==> src/pkg/sef_pkg.sv <==
package sef_pkg;
   // ----------------------------------------
   // Timing
   // ----------------------------------------
   localparam int CLK_PERIOD_NS = 50;
   localparam int SCLK_PERIOD_NS = 400;
   localparam int SCLK_HALF_CYC = SCLK_PERIOD_NS / (2 * CLK_PERIOD_NS);
   // Cycles per memory entry, long enough that a whole frame fits inside a walk
   localparam int NVM_STEP_CYC = 16;
   // ----------------------------------------
   // Command word layout
   // ----------------------------------------
   localparam int CMD_W = 16;
   localparam int OP_MSB = 15;
   localparam int OP_LSB = 13;
   localparam int ADDR_MSB = 12;
   localparam int ADDR_LSB = 8;
   localparam int DATA_MSB = 7;
   localparam logic [2:0] OP_READ_REG = 3'h2;
   localparam logic [2:0] OP_WRITE_REG = 3'h4;
   localparam logic [2:0] OP_RESTORE_ALL = 3'h5;
   localparam logic [2:0] OP_STORE_ALL = 3'h6;
   localparam logic [2:0] OP_CLEAR_ERR = 3'h7;
   // ----------------------------------------
   // Device registers
   // ----------------------------------------
   localparam int NUM_REGS = 32;
   localparam logic [4:0] REG_ERR = 5'h1A;
   localparam logic [4:0] REG_PADCFG = 5'h0E;
   localparam int PAD_FLOAT_BIT = 0;
   localparam int PAD_PULL_BIT = 1;
   localparam int PAD_MODE17_BIT = 2;
   localparam logic [7:0] PADCFG_RESET = 8'h02;
   localparam int ERR_PAR_BIT = 0;
   localparam int ERR_MEM_BIT = 1;
   localparam int ERR_CRC_BIT = 2;
   localparam logic [7:0] NVM_RESET = 8'h00;
   localparam logic [7:0] CRC_INIT = 8'h00;
   localparam logic [7:0] CRC_POLY = 8'h07;
   // ----------------------------------------
   // Controller APB registers
   // ----------------------------------------
   localparam logic [11:0] HOST_CMD_OFF = 12'h000;
   localparam logic [11:0] HOST_STAT_OFF = 12'h004;
   localparam logic [11:0] HOST_INT_OFF = 12'h008;
   localparam logic [11:0] HOST_MASK_OFF = 12'h00C;
   localparam int CMD_LEN17_BIT = 16;
   localparam int INT_DONE_BIT = 0;
   localparam int INT_ERR_BIT = 1;
   localparam int INT_MIS_BIT = 2;

   // One byte step of the CRC over the register image
   function automatic logic [7:0] sef_crc8(input logic [7:0] crc, input logic [7:0] data);
      logic [7:0] c;
      c = crc ^ data;
      for (int k = 0; k < 8; k++) begin
         c = c[7] ? ((c << 1) ^ CRC_POLY) : (c << 1);
      end
      return c;
   endfunction
endpackage

==> src/pkg/sef_link_if.sv <==
interface sef_link_if;
   logic cs_n;
   logic sclk;
   logic mosi;
   logic miso;
   logic miso_oe_n;
   logic miso_weak_pd;
   logic in_pull_en;
   logic err;
   logic nvm_busy;
   modport dev (input cs_n, input sclk, input mosi, output miso, output miso_oe_n,
      output miso_weak_pd, output in_pull_en, output err, output nvm_busy);
   modport ctl (output cs_n, output sclk, output mosi, input miso, input miso_oe_n,
      input miso_weak_pd, input in_pull_en, input err, input nvm_busy);
endinterface

==> src/rtl/sef_dev.sv <==
// Function
// RULE_01 - Controller appends even parity bit to writes
// RULE_02 - Parity checked only on 17-bit mode writes
// RULE_03 - Bad parity discards write, sets parity flag
// RULE_04 - Write during memory busy sets busy flag
// RULE_05 - Controller avoids writes while memory busy
// RULE_06 - Controller compares returned value with written
// RULE_07 - Restore CRC mismatch sets restore flag
// RULE_08 - Error pin high while any flag set
// RULE_09 - Clear command clears flags and pin
// RULE_10 - Pull setting selects input pulls or float
// RULE_11 - Data out driven while select low
// RULE_12 - Idle data out pulled down or floating
// RULE_13 - Flags readable in register 26
// RULE_14 - Flags sticky until clear or reset
module sef_dev (
   input wire logic CLOCK,
   input wire logic NRST,
   input wire logic NVM_FAULT,
   sef_link_if.dev LINK
);
   import sef_pkg::*;

   // ----------------------------------------
   // Declarations
   // ----------------------------------------
   typedef enum logic [1:0] {NV_IDLE, NV_STORE, NV_RESTORE} sef_nv_e;
   localparam int STEP_W = $clog2(NVM_STEP_CYC);
   sef_nv_e nv_st;
   logic cs_s, sclk_s, mosi_s, fault_s;
   logic cs_prev, sclk_prev;
   logic [16:0] rx_shift;
   logic [4:0] bit_cnt;
   logic [15:0] tx_shift;
   logic [15:0] resp;
   logic [2:0] flags;
   logic [7:0] regs [NUM_REGS];
   logic [7:0] nvm [NUM_REGS];
   logic [4:0] walk_idx;
   logic [STEP_W-1:0] step_cnt;
   logic [7:0] crc;
   logic [7:0] stored_crc;
   logic miso, miso_oe_n, miso_weak_pd, in_pull_en, err, nvm_busy;

   // ----------------------------------------
   // Pin synchronisers
   // ----------------------------------------
   sef_sync #(.WIDTH(4), .RESET_VAL(4'h8)) u_sync (
      .CLOCK(CLOCK),
      .NRST(NRST),
      .D({LINK.cs_n, LINK.sclk, LINK.mosi, NVM_FAULT}),
      .Q({cs_s, sclk_s, mosi_s, fault_s})
   );

   // ----------------------------------------
   // Frame decode
   // ----------------------------------------
   wire cs_fall = cs_prev & ~cs_s;
   wire cs_rise = ~cs_prev & cs_s;
   wire sclk_rise = ~sclk_prev & sclk_s & ~cs_s;
   wire sclk_fall = sclk_prev & ~sclk_s & ~cs_s;
   wire frame16 = bit_cnt == 5'd16;
   wire frame17 = bit_cnt == 5'd17;
   wire [15:0] cmd = frame17 ? rx_shift[16:1] : rx_shift[15:0];
   wire [2:0] op = cmd[OP_MSB:OP_LSB];
   wire [4:0] addr = cmd[ADDR_MSB:ADDR_LSB];
   wire [7:0] wdata = cmd[DATA_MSB:0];
   wire exec = cs_rise & (frame16 | frame17);
   wire is_write = exec & (op == OP_WRITE_REG);
   wire mode17 = regs[REG_PADCFG][PAD_MODE17_BIT];
   wire nv_active = nv_st != NV_IDLE;
   // Even parity over all 17 bits; other commands pass unchecked
   wire parity_bad = mode17 & ~(frame17 & ~^rx_shift); // [RULE_02] [RULE_01]
   wire set_par = is_write & parity_bad; // [RULE_03]
   wire set_mem = is_write & nv_active; // [RULE_04]
   wire wr_ok = is_write & ~parity_bad & ~nv_active & (addr != REG_ERR); // [RULE_03]
   wire store_go = exec & (op == OP_STORE_ALL) & ~nv_active;
   wire restore_go = exec & (op == OP_RESTORE_ALL) & ~nv_active;
   wire clear_go = exec & (op == OP_CLEAR_ERR);

   // ----------------------------------------
   // Restore / store walk
   // ----------------------------------------
   wire restoring = nv_st == NV_RESTORE;
   wire walk_last = walk_idx == 5'(NUM_REGS - 1);
   // Each entry takes a fixed number of cycles, as slow memory would
   wire step_end = step_cnt == STEP_W'(NVM_STEP_CYC - 1);
   wire [7:0] nvm_rd = nvm[walk_idx] ^ {7'h00, fault_s & restoring};
   wire [7:0] crc_step = sef_crc8(crc, nvm_rd);
   wire set_crc = restoring & walk_last & step_end & (crc_step != stored_crc); // [RULE_07]
   wire [2:0] set_vec = {set_crc, set_mem, set_par};
   // Set wins over a clear arriving in the same cycle
   wire [2:0] next_flags = set_vec | (flags & ~{3{clear_go}}); // [RULE_09] [RULE_14]
   wire [7:0] rd_val = (addr == REG_ERR) ? {5'h00, flags} : regs[addr]; // [RULE_13]
   wire [15:0] next_resp = wr_ok ? {8'h00, wdata} : {8'h00, rd_val};

   // ----------------------------------------
   // Edge history
   // ----------------------------------------
   always_ff @(posedge CLOCK) begin
      if (!NRST) begin
         cs_prev <= 1'b1;
         sclk_prev <= 1'b0;
      end else begin
         cs_prev <= cs_s;
         sclk_prev <= sclk_s;
      end
   end

   // Receive shifter on clock rising edges
   always_ff @(posedge CLOCK) begin
      if (!NRST) begin
         rx_shift <= '0;
         bit_cnt <= '0;
      end else if (cs_fall) begin
         rx_shift <= '0;
         bit_cnt <= '0;
      end else if (sclk_rise) begin
         rx_shift <= {rx_shift[15:0], mosi_s};
         bit_cnt <= (bit_cnt == 5'h1F) ? bit_cnt : bit_cnt + 5'd1;
      end
   end

   // Transmit shifter, answer of the previous frame
   always_ff @(posedge CLOCK) begin
      if (!NRST) begin
         tx_shift <= '0;
         miso <= 1'b0;
      end else if (cs_fall) begin
         tx_shift <= resp;
         miso <= resp[15];
      end else if (sclk_fall) begin
         tx_shift <= {tx_shift[14:0], 1'b0};
         miso <= tx_shift[14];
      end
   end

   // Response kept for the next frame
   always_ff @(posedge CLOCK) begin
      if (!NRST) begin
         resp <= '0;
      end else if (exec) begin
         resp <= next_resp;
      end
   end

   // Sticky error flags
   always_ff @(posedge CLOCK) begin
      if (!NRST) begin
         flags <= '0;
      end else begin
         flags <= next_flags; // [RULE_14]
      end
   end

   // ----------------------------------------
   // Register file and memory image
   // ----------------------------------------
   for (genvar g = 0; g < NUM_REGS; g++) begin : g_reg
      localparam logic [7:0] RST = (g == int'(REG_PADCFG)) ? PADCFG_RESET : 8'h00;
      always_ff @(posedge CLOCK) begin
         if (!NRST) begin
            regs[g] <= RST;
            nvm[g] <= NVM_RESET;
         end else begin
            if (wr_ok && addr == 5'(g)) begin
               regs[g] <= wdata;
            end else if (restoring && step_end && walk_idx == 5'(g)) begin
               regs[g] <= nvm_rd;
            end
            if (store_go) begin
               nvm[g] <= regs[g];
            end
         end
      end
   end

   // Memory walk: one entry per step, CRC accumulated
   always_ff @(posedge CLOCK) begin
      if (!NRST) begin
         nv_st <= NV_IDLE;
         walk_idx <= '0;
         step_cnt <= '0;
         crc <= CRC_INIT;
      end else begin
         case (nv_st)
            NV_IDLE: begin
               walk_idx <= '0;
               step_cnt <= '0;
               crc <= CRC_INIT;
               if (store_go) begin
                  nv_st <= NV_STORE;
               end else if (restore_go) begin
                  nv_st <= NV_RESTORE;
               end
            end
            NV_STORE, NV_RESTORE: begin
               step_cnt <= step_end ? '0 : step_cnt + STEP_W'(1);
               if (step_end) begin
                  crc <= crc_step; // [RULE_07]
                  walk_idx <= walk_idx + 5'd1;
                  if (walk_last) begin
                     nv_st <= NV_IDLE;
                  end
               end
            end
            default: begin
               nv_st <= NV_IDLE;
            end
         endcase
      end
   end

   // Checksum saved with a store
   always_ff @(posedge CLOCK) begin
      if (!NRST) begin
         stored_crc <= CRC_INIT;
      end else if (nv_st == NV_STORE && walk_last && step_end) begin
         stored_crc <= crc_step;
      end
   end

   // ----------------------------------------
   // Pins
   // ----------------------------------------
   always_ff @(posedge CLOCK) begin
      if (!NRST) begin
         miso_oe_n <= 1'b1;
         miso_weak_pd <= 1'b1;
         in_pull_en <= 1'b1;
         err <= 1'b0;
         nvm_busy <= 1'b0;
      end else begin
         miso_oe_n <= cs_s; // [RULE_11]
         miso_weak_pd <= cs_s & ~regs[REG_PADCFG][PAD_FLOAT_BIT]; // [RULE_12]
         in_pull_en <= regs[REG_PADCFG][PAD_PULL_BIT]; // [RULE_10]
         err <= |flags; // [RULE_08] [RULE_09]
         nvm_busy <= nv_active;
      end
   end

   assign LINK.miso = miso;
   assign LINK.miso_oe_n = miso_oe_n;
   assign LINK.miso_weak_pd = miso_weak_pd;
   assign LINK.in_pull_en = in_pull_en;
   assign LINK.err = err;
   assign LINK.nvm_busy = nvm_busy;
endmodule

==> src/rtl/sef_sync.sv <==
module sef_sync #(
   parameter int WIDTH = 1,
   parameter logic [WIDTH-1:0] RESET_VAL = '0
) (
   input wire logic CLOCK,
   input wire logic NRST,
   input wire logic [WIDTH-1:0] D,
   output logic [WIDTH-1:0] Q
);
   logic [WIDTH-1:0] meta;

   // Two-stage synchroniser, first stage read only by the second
   always_ff @(posedge CLOCK) begin
      if (!NRST) begin
         meta <= RESET_VAL;
         Q <= RESET_VAL;
      end else begin
         meta <= D;
         Q <= meta;
      end
   end
endmodule

==> src/flat_wrapper.sv <==
// flat-port wrapper written by rule: the top's interface ports become plain ports
module sef_dev_flat import sef_pkg::*;
  (CLOCK, NRST, NVM_FAULT, LINK_cs_n, LINK_sclk, LINK_mosi, LINK_miso, LINK_miso_oe_n, LINK_miso_weak_pd, LINK_in_pull_en, LINK_err, LINK_nvm_busy);
  sef_link_if LINK_i ();
  input wire logic CLOCK;
  input wire logic NRST;
  input wire logic NVM_FAULT;
  input wire logic [$bits(LINK_i.cs_n)-1:0] LINK_cs_n;
  input wire logic [$bits(LINK_i.sclk)-1:0] LINK_sclk;
  input wire logic [$bits(LINK_i.mosi)-1:0] LINK_mosi;
  output wire logic [$bits(LINK_i.miso)-1:0] LINK_miso;
  output wire logic [$bits(LINK_i.miso_oe_n)-1:0] LINK_miso_oe_n;
  output wire logic [$bits(LINK_i.miso_weak_pd)-1:0] LINK_miso_weak_pd;
  output wire logic [$bits(LINK_i.in_pull_en)-1:0] LINK_in_pull_en;
  output wire logic [$bits(LINK_i.err)-1:0] LINK_err;
  output wire logic [$bits(LINK_i.nvm_busy)-1:0] LINK_nvm_busy;
  assign LINK_i.cs_n = LINK_cs_n;
  assign LINK_i.sclk = LINK_sclk;
  assign LINK_i.mosi = LINK_mosi;
  assign LINK_miso = LINK_i.miso;
  assign LINK_miso_oe_n = LINK_i.miso_oe_n;
  assign LINK_miso_weak_pd = LINK_i.miso_weak_pd;
  assign LINK_in_pull_en = LINK_i.in_pull_en;
  assign LINK_err = LINK_i.err;
  assign LINK_nvm_busy = LINK_i.nvm_busy;
  sef_dev u_core (.CLOCK(CLOCK), .NRST(NRST), .NVM_FAULT(NVM_FAULT), .LINK(LINK_i));
endmodule
==> config.mk <==
export PLATFORM = sky130hd
export DESIGN_NAME = sef_dev_flat
export DESIGN_NICKNAME = d
export VERILOG_FILES = /design/src/pkg/sef_pkg.sv /design/src/pkg/sef_link_if.sv /design/src/rtl/sef_dev.sv /design/src/rtl/sef_sync.sv /design/src/flat_wrapper.sv
export SDC_FILE = /design/constraint.sdc
export NUM_CORES = 1
export LEC_CHECK = 0
export BUFFER_PORTS_ARGS = -buffer_cell sky130_fd_sc_hd__buf_2
export CORE_ASPECT_RATIO = 1.1
export CORE_MARGIN = 2
export CORE_UTILIZATION = 40
export CTS_CLUSTER_DIAMETER = 200
export DETAILED_ROUTE_END_ITERATION = 10
export PLACE_DENSITY = 0.55
export SLEW_MARGIN = 20
export SYNTH_ARGS = -nofsm -noshare
export SYNTH_HDL_FRONTEND = slang
export SYNTH_SLANG_ARGS = --single-unit
==> constraint.sdc <==
create_clock -name CLOCK -period 10.2 [get_ports CLOCK]
set_input_delay 2.04 -clock CLOCK [delete_from_list [all_inputs] [get_ports CLOCK]]
set_output_delay 2.04 -clock CLOCK [all_outputs]
set_load 0.005 [all_outputs]
==> results.json, run 1 <==
{
  "reg2reg_slack_ns": 5.00,
  "synth.largest_area_cell": "edfxtp_1",
  "timing.rr.end": "u_core.crc[2]$_SDFFE_PN0P_",
  "worstSetupPathType": "register to register",
  "whs_ns": 0.421,
  "synth_adder_area_share": 0.00601,
  "postCtsSetupBuffers": 0,
  "cp.required_ns": 10.75,
  "ys_warn_count": 0,
  "io_pins": 12,
  "status": "completed",
  "diodes": 0,
  "synthMuxAreaShare": 0.131,
  "critPathLaunchType": "register",
  "synth_xor_area_frac": 0.0179,
  "post-dp-hpwl_um": 68100,
  "rsz0062_at_grt": "no",
  "vias_per_cell": 6.28,
  "ctsResizeCount": 0,
  "tightest_slew_ns": 1.18,
  "syn_nets": 2637,
  "clockPowerShare": 0.453,
  "synth_ff_type": "edfxtp_1",
  "grt_overflow": 0,
  "track_usage": 0.257,
  "first_pass_iters": 6,
  "yosys.area.top_type_share": 0.493,
  "synth_seq_cells": 607,
  "cts_tree": "done",
  "clkSinkCount": 607,
  "ant_nets": 0,
  "cts_buffer_depth": 3,
  "synth_edf_count": 512,
  "cp_slowest_stage_delay_ns": 0.79,
  "cts-root-buf": "clkbuf_16",
  "p_sw_mw": 1.24,
  "synthesis.area_mm2": 0.0312,
  "finalNetCount": 2561,
  "end_kind": "register",
  "grt_pass1_vias": 22113,
  "met1_usage": 0.331,
  "drt_iter0_markers": 2512,
  "hold_violations": 0,
  "syn_inst": 2616,
  "p_leak_nw": 10.6,
  "synth_top_family_by_area": "compound AO/OA/AOI/OAI gates",
  "whs_path_depth": 1,
  "ir_drop_uv": 123,
  "final.setup.tns_ns": 0,
  "power.internal_mw": 4.41,
  "endpoint": "u_core.crc[2]$_SDFFE_PN0P_",
  "async_flop_share": 0,
  "slew_viol_final": 0,
  "combinationalPowerShare": 0.041,
  "syn_avg_cell_area_um2": 11.9,
  "met2_usage": 0.409,
  "cts_buffers": 68,
  "grt_pass1_wl_um": 152000,
  "cts_hold_buffers": 0,
  "fin_crit_ns": 5.20,
  "dieArea_mm2": 0.0803,
  "synth_compound_area_frac": 0.134,
  "drive_above_1_share": 0.104,
  "cp_max_fo": 32,
  "synth.distinct_cells": 72,
  "hp-class": "register to register",
  "core-area_mm2": 0.0774,
  "clock_latency_ns": 0.62,
  "reg2regPathDepth": 12,
  "seqPwrFrac": 0.506,
  "maxCapViolations": 0,
  "rows": 107,
  "fillers": 7169,
  "drcViolationCount": 0,
  "final_core_util": 0.448,
  "cp.arrival_ns": 5.75,
  "vias": 22743,
  "wl_um": 105000,
  "grtUsageMet3": 0.0505,
  "wl_per_cell_um": 29.0,
  "max_freq_mhz": 192,
  "slew_headroom": 0.208,
  "p_sw_frac": 0.219,
  "synthToLayoutAreaGrowth_pct": 11.1,
  "netlist_top_cells_area": "edfxtp_1 (49%), mux2i_1 (9.1%), dfxtp_1 (6.1%)",
  "htree_levels": 3,
  "finClkSkew_ns": 0.0321,
  "initial_core_util": 0.403,
  "grt_max_degree": 137,
  "die_h_um": 297,
  "grt_antenna_before_repair": 2,
  "synth-simple-area-share": 0.127,
  "path_cells": "buf_4 -> mux2i_1 -> a22o_1 -> nor3_1 -> nor3_4 -> buf_4 -> xnor2_1 -> xor3_2 -> xor2_1 -> xnor2_1 -> nor4b_1 -> a211o_1",
  "io_buffer_count": 11,
  "ys_seq_area_frac": 0.553,
  "crit_slowest_cell": "nor3_4",
  "setup_viol": 0,
  "place_congestion": 0.952,
  "power_density_mw_per_mm2": 163,
  "busiest_layer": "met2",
  "die_x_um": 270,
  "clkTransAtPathRegs_ns": 0.06,
  "period_share": 0.509
}
## kinds of logic after synthesis
| group | count (synthesis) |
|---|---|
| flops | 607 |
| buf+inv | 237 |
| simple gates | 757 |
| compound gates | 606 |
| fa+ha+maj | 15 |
| mux | 340 |
| xor+xnor | 54 |
## state kept, by name, summed over array words and instances, names as in the netlist, 5 cells and up, named ones only
| signal | flops |
|---|---|
| u_core.stored_crc | 8 |
| u_core.bit_cnt | 5 |
| u_core.nvm | 256 |
| u_core.rx_shift | 17 |
| u_core.crc | 8 |
| u_core.regs | 256 |
| u_core.tx_shift | 15 |
| u_core.resp | 8 |
| u_core.walk_idx | 5 |
## stage by stage
step | instances | power [mW] | cell area [um2] | setup WS [ns]
after floorplan | 2616 | 3.04 | 31200 | 1.22
final | 3620 | 5.65 | 34700 | 5.00
after detailed placement | 3504 | 3.14 | 32400 | 5.21
after global routing | 3620 | 5.79 | 34700 | 4.81
after global placement | 3501 | 3.13 | 32300 | 5.16
after CTS | 3619 | 5.67 | 34600 | 5.18
## cell usage in the layout (no fill, tap or decap), drive strengths merged, types with 7 or more instances in the layout
cell type,netlist,layout
ha,15,15
nor3,20,20
nand4,14,14
a22o,28,28
a221oi,20,20
nor3b,7,7
and3,19,19
nand2b,13,13
o22ai,255,255
nor2b,38,38
a2111oi,16,16
a211oi,29,29
o21ai,35,35
xor2,19,19
inv,18,20
dfxtp,95,95
nor2,72,72
a21oi,46,46
and2,286,286
mux4,53,53
nand2,219,219
clkinv,0,14
o211ai,21,21
a21boi,12,12
buf,59,73
bufinv,0,9
edfxtp,512,512
a22oi,89,89
xnor2,33,33
a311oi,11,11
clkbuf,160,88
mux2i,286,286
nand3,50,50
## synthesized netlist by cell type, drive strengths merged (13+ instances only)
| master | count |
|---|---|
| mux4 | 53 |
| a2111oi | 16 |
| mux2i | 286 |
| ha | 15 |
| nand2 | 219 |
| inv | 18 |
| nand3 | 50 |
| a22o | 28 |
| and3 | 19 |
| edfxtp | 512 |
| buf | 59 |
| a211oi | 29 |
| nand2b | 13 |
| nor2 | 72 |
| nand4 | 14 |
| o22ai | 255 |
| o211ai | 21 |
| nor3 | 20 |
| o21ai | 35 |
| xnor2 | 33 |
| a221oi | 20 |
| and2 | 286 |
| xor2 | 19 |
| clkbuf | 160 |
| a22oi | 89 |
| dfxtp | 95 |
| a21oi | 46 |
| nor2b | 38 |
## cell type report
class / instances / area [um2] / share of cell area
clock buffer: 88 / 1910 / 0.0551
sequential: 607 / 17300 / 0.499
clock inverter: 27 / 370 / 0.0107
multi-input combinational: 1772 / 13200 / 0.380
tap: 1035 / 1290 / 0.0373
timing repair buffer: 73 / 559 / 0.0161
inverter: 18 / 67.6 / 0.00195
## routing by layer
layer / routed length (um) / up-vias
met1: 41100 / 11364
met3: 9320 / 276
met2: 48700 / 1182
met4: 5820 / 4
li1: - / 9917
met5: 23 / -
## critical path, delay by kind of cell, from the launching register on
kind            cells  cell delay (ns)
compound gates      2             0.39
xor+xnor            4             1.08
simple gates        3             1.18
buf+inv             2             1.18
mux                 1             0.64
flops               1             0.60
## worst min-delay path by stage
stage	start	to
after global placement	u_core.u_sync.meta[3]$_SDFF_PN1_	u_core.u_sync.Q[3]$_SDFF_PN1_
after detailed placement	u_core.u_sync.meta[3]$_SDFF_PN1_	u_core.u_sync.Q[3]$_SDFF_PN1_
after global routing	u_core.u_sync.meta[3]$_SDFF_PN1_	u_core.u_sync.Q[3]$_SDFF_PN1_
after CTS	u_core.u_sync.meta[3]$_SDFF_PN1_	u_core.u_sync.Q[3]$_SDFF_PN1_
final	u_core.u_sync.meta[3]$_SDFF_PN1_	u_core.u_sync.Q[3]$_SDFF_PN1_
after floorplan	u_core.u_sync.meta[3]$_SDFF_PN1_	u_core.u_sync.Q[3]$_SDFF_PN1_
## power groups by stage
stage          clock network (mW)  logic, mW  registers [mW]
2_1_floorplan                   0      0.149            2.89
3_3_place_gp                    0      0.228            2.91
3_5_place_dp                    0      0.231            2.91
4_1_cts                      2.59      0.232            2.86
5_1_grt                      2.68      0.247            2.87
6_report                     2.56      0.234            2.86
Note: power is estimated with default switching activity, not from simulation.
==> run 2, diff against run 1 <==
--- a/config.mk
+++ b/config.mk
@@ -5,13 +5,14 @@
 export SDC_FILE = /design/constraint.sdc
 export NUM_CORES = 1
 export LEC_CHECK = 0
+export ABC_AREA = 1
 export BUFFER_PORTS_ARGS = -buffer_cell sky130_fd_sc_hd__buf_2
 export CORE_ASPECT_RATIO = 1.1
 export CORE_MARGIN = 2
 export CORE_UTILIZATION = 40
 export CTS_CLUSTER_DIAMETER = 200
 export DETAILED_ROUTE_END_ITERATION = 10
-export PLACE_DENSITY = 0.55
+export PLACE_DENSITY = 0.57
 export SLEW_MARGIN = 20
 export SYNTH_ARGS = -nofsm -noshare
 export SYNTH_HDL_FRONTEND = slang
==> constraint.sdc (replaced) <==
create_clock -name CLOCK -period 4.74 [get_ports CLOCK]
set_input_delay 0.948 -clock CLOCK [delete_from_list [all_inputs] [get_ports CLOCK]]
set_output_delay 0.948 -clock CLOCK [all_outputs]
set_load 0.005 [all_outputs]
==> run 2 against run 1 <==
Flip-flop and latch count stayed put. Clock power is 75% higher. Via count is 5.3% higher. First-iteration DRC count is 23% higher. Clock skew is 0.0090 ns lower. Utilization is 0.40 points lower. Sequential share of layout area is 3.4 points higher. Total power is 95% higher. Clock-buffer cell count is 7 lower. Fmax is 21% higher. Critical path type unchanged. Largest cell class unchanged. Highest routed layer is now met4.
==> results.json, run 2 <==
{
  "power_mw": 11.0,
  "min_to": "u_core.u_sync.Q[1]$_SDFF_PN0_",
  "rows": 104,
  "p_sw_mw": 2.52,
  "setup_ws_ns": 0.463,
  "netlist_top_cells_area": "edfxtp_1 (52%), nand2_1 (7.7%), o22ai_1 (7.2%)",
  "io_pins": 12,
  "seqPwrFrac": 0.546,
  "power.internal_mw": 8.47,
  "dieArea_mm2": 0.0757,
  "ys_top_cells_by_count": "nand2_1 (606), edfxtp_1 (512), inv_1 (401)",
  "fin_crit_ns": 4.28,
  "final_cell_mix": "nand2_1 (602), edfxtp_1 (512), inv_1 (400)",
  "status": "completed",
  "slew_headroom": 0.217,
  "cp_max_fo": 26,
  "die_x_um": 263,
  "layout_commonest_cell": "nand2_1",
  "grt_pass1_vias": 23155,
  "ir_drop_uv": 330,
  "end_kind": "register",
  "ys_seq_area_frac": 0.587,
  "whs_path_depth": 2,
  "crit_top_cell": "nand2_1",
  "cp_slowest_stage_delay_ns": 0.54,
  "drive_above_1_share": 0.0816,
  "max_freq_mhz": 234,
  "finalNetCount": 3150,
  "ys_warn_count": 0,
  "hp-class": "register to register",
  "hold_violations": 0,
  "rsz0062_at_grt": "no",
  "final.setup.tns_ns": 0,
  "cts-root-buf": "clkbuf_16",
  "drcViolationCount": 0,
  "async_flop_share": 0,
  "track_usage": 0.261,
  "syn_nets": 3194,
  "p_leak_nw": 12.3,
  "path_cells": "ha_1 -> nand3_2 -> nand2_1 -> o21ai_4 -> nand2_2 -> nor2_8 -> inv_2 -> nor2_4 -> nor4_4 -> nand2_4 -> nor2_4 -> nand2_1 -> nand2_1 -> nand3_1",
  "clkSinkCount": 607,
  "ant_nets": 0,
  "combinationalPowerShare": 0.046,
  "reg2reg_slack_ns": 0.46,
  "postCtsSetupBuffers": 0,
  "grt_pass1_wl_um": 149000,
  "synth_most_common_cell": "nand2_1",
  "cts_buffer_depth": 3,
  "synth.largest_area_cell": "edfxtp_1",
  "maxCapViolations": 0,
  "synth.distinct_cells": 50,
  "wl_um": 101000,
  "vias_per_cell": 5.80,
  "period_share": 0.902,
  "syn_avg_cell_area_um2": 9.27,
  "min-delay-start": "u_core.u_sync.meta[1]$_SDFF_PN0_",
  "drt_iter0_markers": 3084,
  "clockPowerShare": 0.409,
  "crit_slowest_cell": "nor2_4",
  "ctsResizeCount": 0,
  "cp.required_ns": 5.00,
  "clock_latency_ns": 0.64,
  "die_h_um": 288,
  "tightest_slew_ns": 1.17,
  "synth_edf_count": 512,
  "r2r-start": "u_core.bit_cnt[0]$_SDFFE_PP0P_",
  "place_ws_ns": 0.606,
  "wl_per_cell_um": 24.4,
  "timing.rr.end": "u_core.regs[16][0]$_SDFFCE_PN0P_",
  "io_buffer_count": 11,
  "cts_tree": "done",
  "finClkSkew_ns": 0.0231,
  "fillers": 6924,
  "syn_inst": 3173,
  "yosys.area.top_type_share": 0.523,
  "multi_input_area_mm2": 0.00975,
  "synthesis.area_mm2": 0.0294,
  "clkTransAtPathRegs_ns": 0.06,
  "power_density_mw_per_mm2": 339,
  "p_sw_frac": 0.230,
  "vias": 23947,
  "setup_viol": 0,
  "final_core_util": 0.444,
  "reg_top3": "u_core.nvm: 256 flops, u_core.regs: 256 flops, u_core.rx_shift: 17 flops",
  "cp.arrival_ns": 4.54,
  "place_congestion": 0.956,
  "worstSetupPathType": "register to register",
  "reg2regPathDepth": 14,
  "post-dp-hpwl_um": 67200,
  "ff_latch_area_mm2": 0.0173,
  "synth_seq_cells": 607,
  "core-area_mm2": 0.0730,
  "synthToLayoutAreaGrowth_pct": 10.2,
  "grt_max_degree": 87,
  "critPathLaunchType": "register",
  "htree_levels": 2,
  "slew_viol_final": 0,
  "initial_core_util": 0.403,
  "first_pass_iters": 6,
  "grt_overflow": 0,
  "cts_buffers": 61,
  "synth_ff_type": "edfxtp_1",
  "cts_hold_buffers": 0,
  "grt_antenna_before_repair": 1
}
## run 2: worst max-delay path: cells and delay by family (launching register included)
kind | cells | cell delay, ns
AOI/OAI and AO/OA | 1 | 0.12
adders and majority gates | 1 | 0.23
buffers and inverters | 1 | 0.09
DFF | 1 | 0.43
and+or+nand+nor | 11 | 3.01
## run 2: logic make-up (layout without fill, tap and decap cells)
kind of cell,count (synthesis),in the layout,synth area share
other,0,1,0
adders and majority gates,15,15,0.00638
DFF,607,607,0.587
buffers and inverters,611,612,0.0830
and+or+nand+nor,1329,1329,0.196
AOI/OAI and AO/OA,594,594,0.122
xor gates and xnor gates,17,17,0.00506
## run 2: cell type report
class | instances | area share
clock buffer | 81 | 0.0509
multi-input combinational | 1955 | 0.301
clock inverter | 27 | 0.00421
tap | 954 | 0.0368
timing repair buffer | 86 | 0.0253
antenna | 1 | 0.0000772
inverter | 418 | 0.0488
sequential | 607 | 0.533
## run 2: worst max-delay path by stage
stage                                    from                                to  slack (ns)  cells after the start
2_1_floorplan  u_core.bit_cnt[1]$_SDFFE_PP0P_    u_core.nvm[0][0]$_SDFFCE_PN0P_        0.93                     13
3_3_place_gp   u_core.bit_cnt[1]$_SDFFE_PP0P_      u_core.regs[25][3]$_DFFE_PP_        0.73                     19
3_5_place_dp   u_core.bit_cnt[1]$_SDFFE_PP0P_  u_core.regs[16][0]$_SDFFCE_PN0P_        0.61                     15
4_1_cts        u_core.bit_cnt[1]$_SDFFE_PP0P_  u_core.regs[16][0]$_SDFFCE_PN0P_        0.58                     15
5_1_grt        u_core.bit_cnt[1]$_SDFFE_PP0P_  u_core.regs[16][2]$_SDFFCE_PN0P_        0.18                     13
6_report       u_core.bit_cnt[0]$_SDFFE_PP0P_  u_core.regs[16][0]$_SDFFCE_PN0P_        0.46                     14
## run 2: metal layers
metal,up-vias,share of wire,track usage
li1,10856,-,-
met1,11540,0.40,0.341
met2,1289,0.46,0.429
met3,262,0.096,0.0484
met4,0,0.046,0.113
met5,-,0,0
## run 2: power by group through the flow
stage	Clock (mW)	Combinational, mW	Sequential [mW]
after floorplan	0	0.306	6.09
after global placement	0	0.484	6.11
after detailed placement	0	0.490	6.11
after CTS	4.54	0.492	6.00
after global routing	4.73	0.537	6.01
final	4.49	0.501	6.00
## run 2: through the flow
stage / area (um2) / std cells / hold slack, ns
detailed placement: 30600 / 4020 / 0.397
finish: 32400 / 4129 / 0.408
global route: 32400 / 4129 / 0.424
global placement: 30600 / 4020 / 0.396
floorplan: 29400 / 3173 / 0.390
CTS: 32400 / 4128 / 0.406
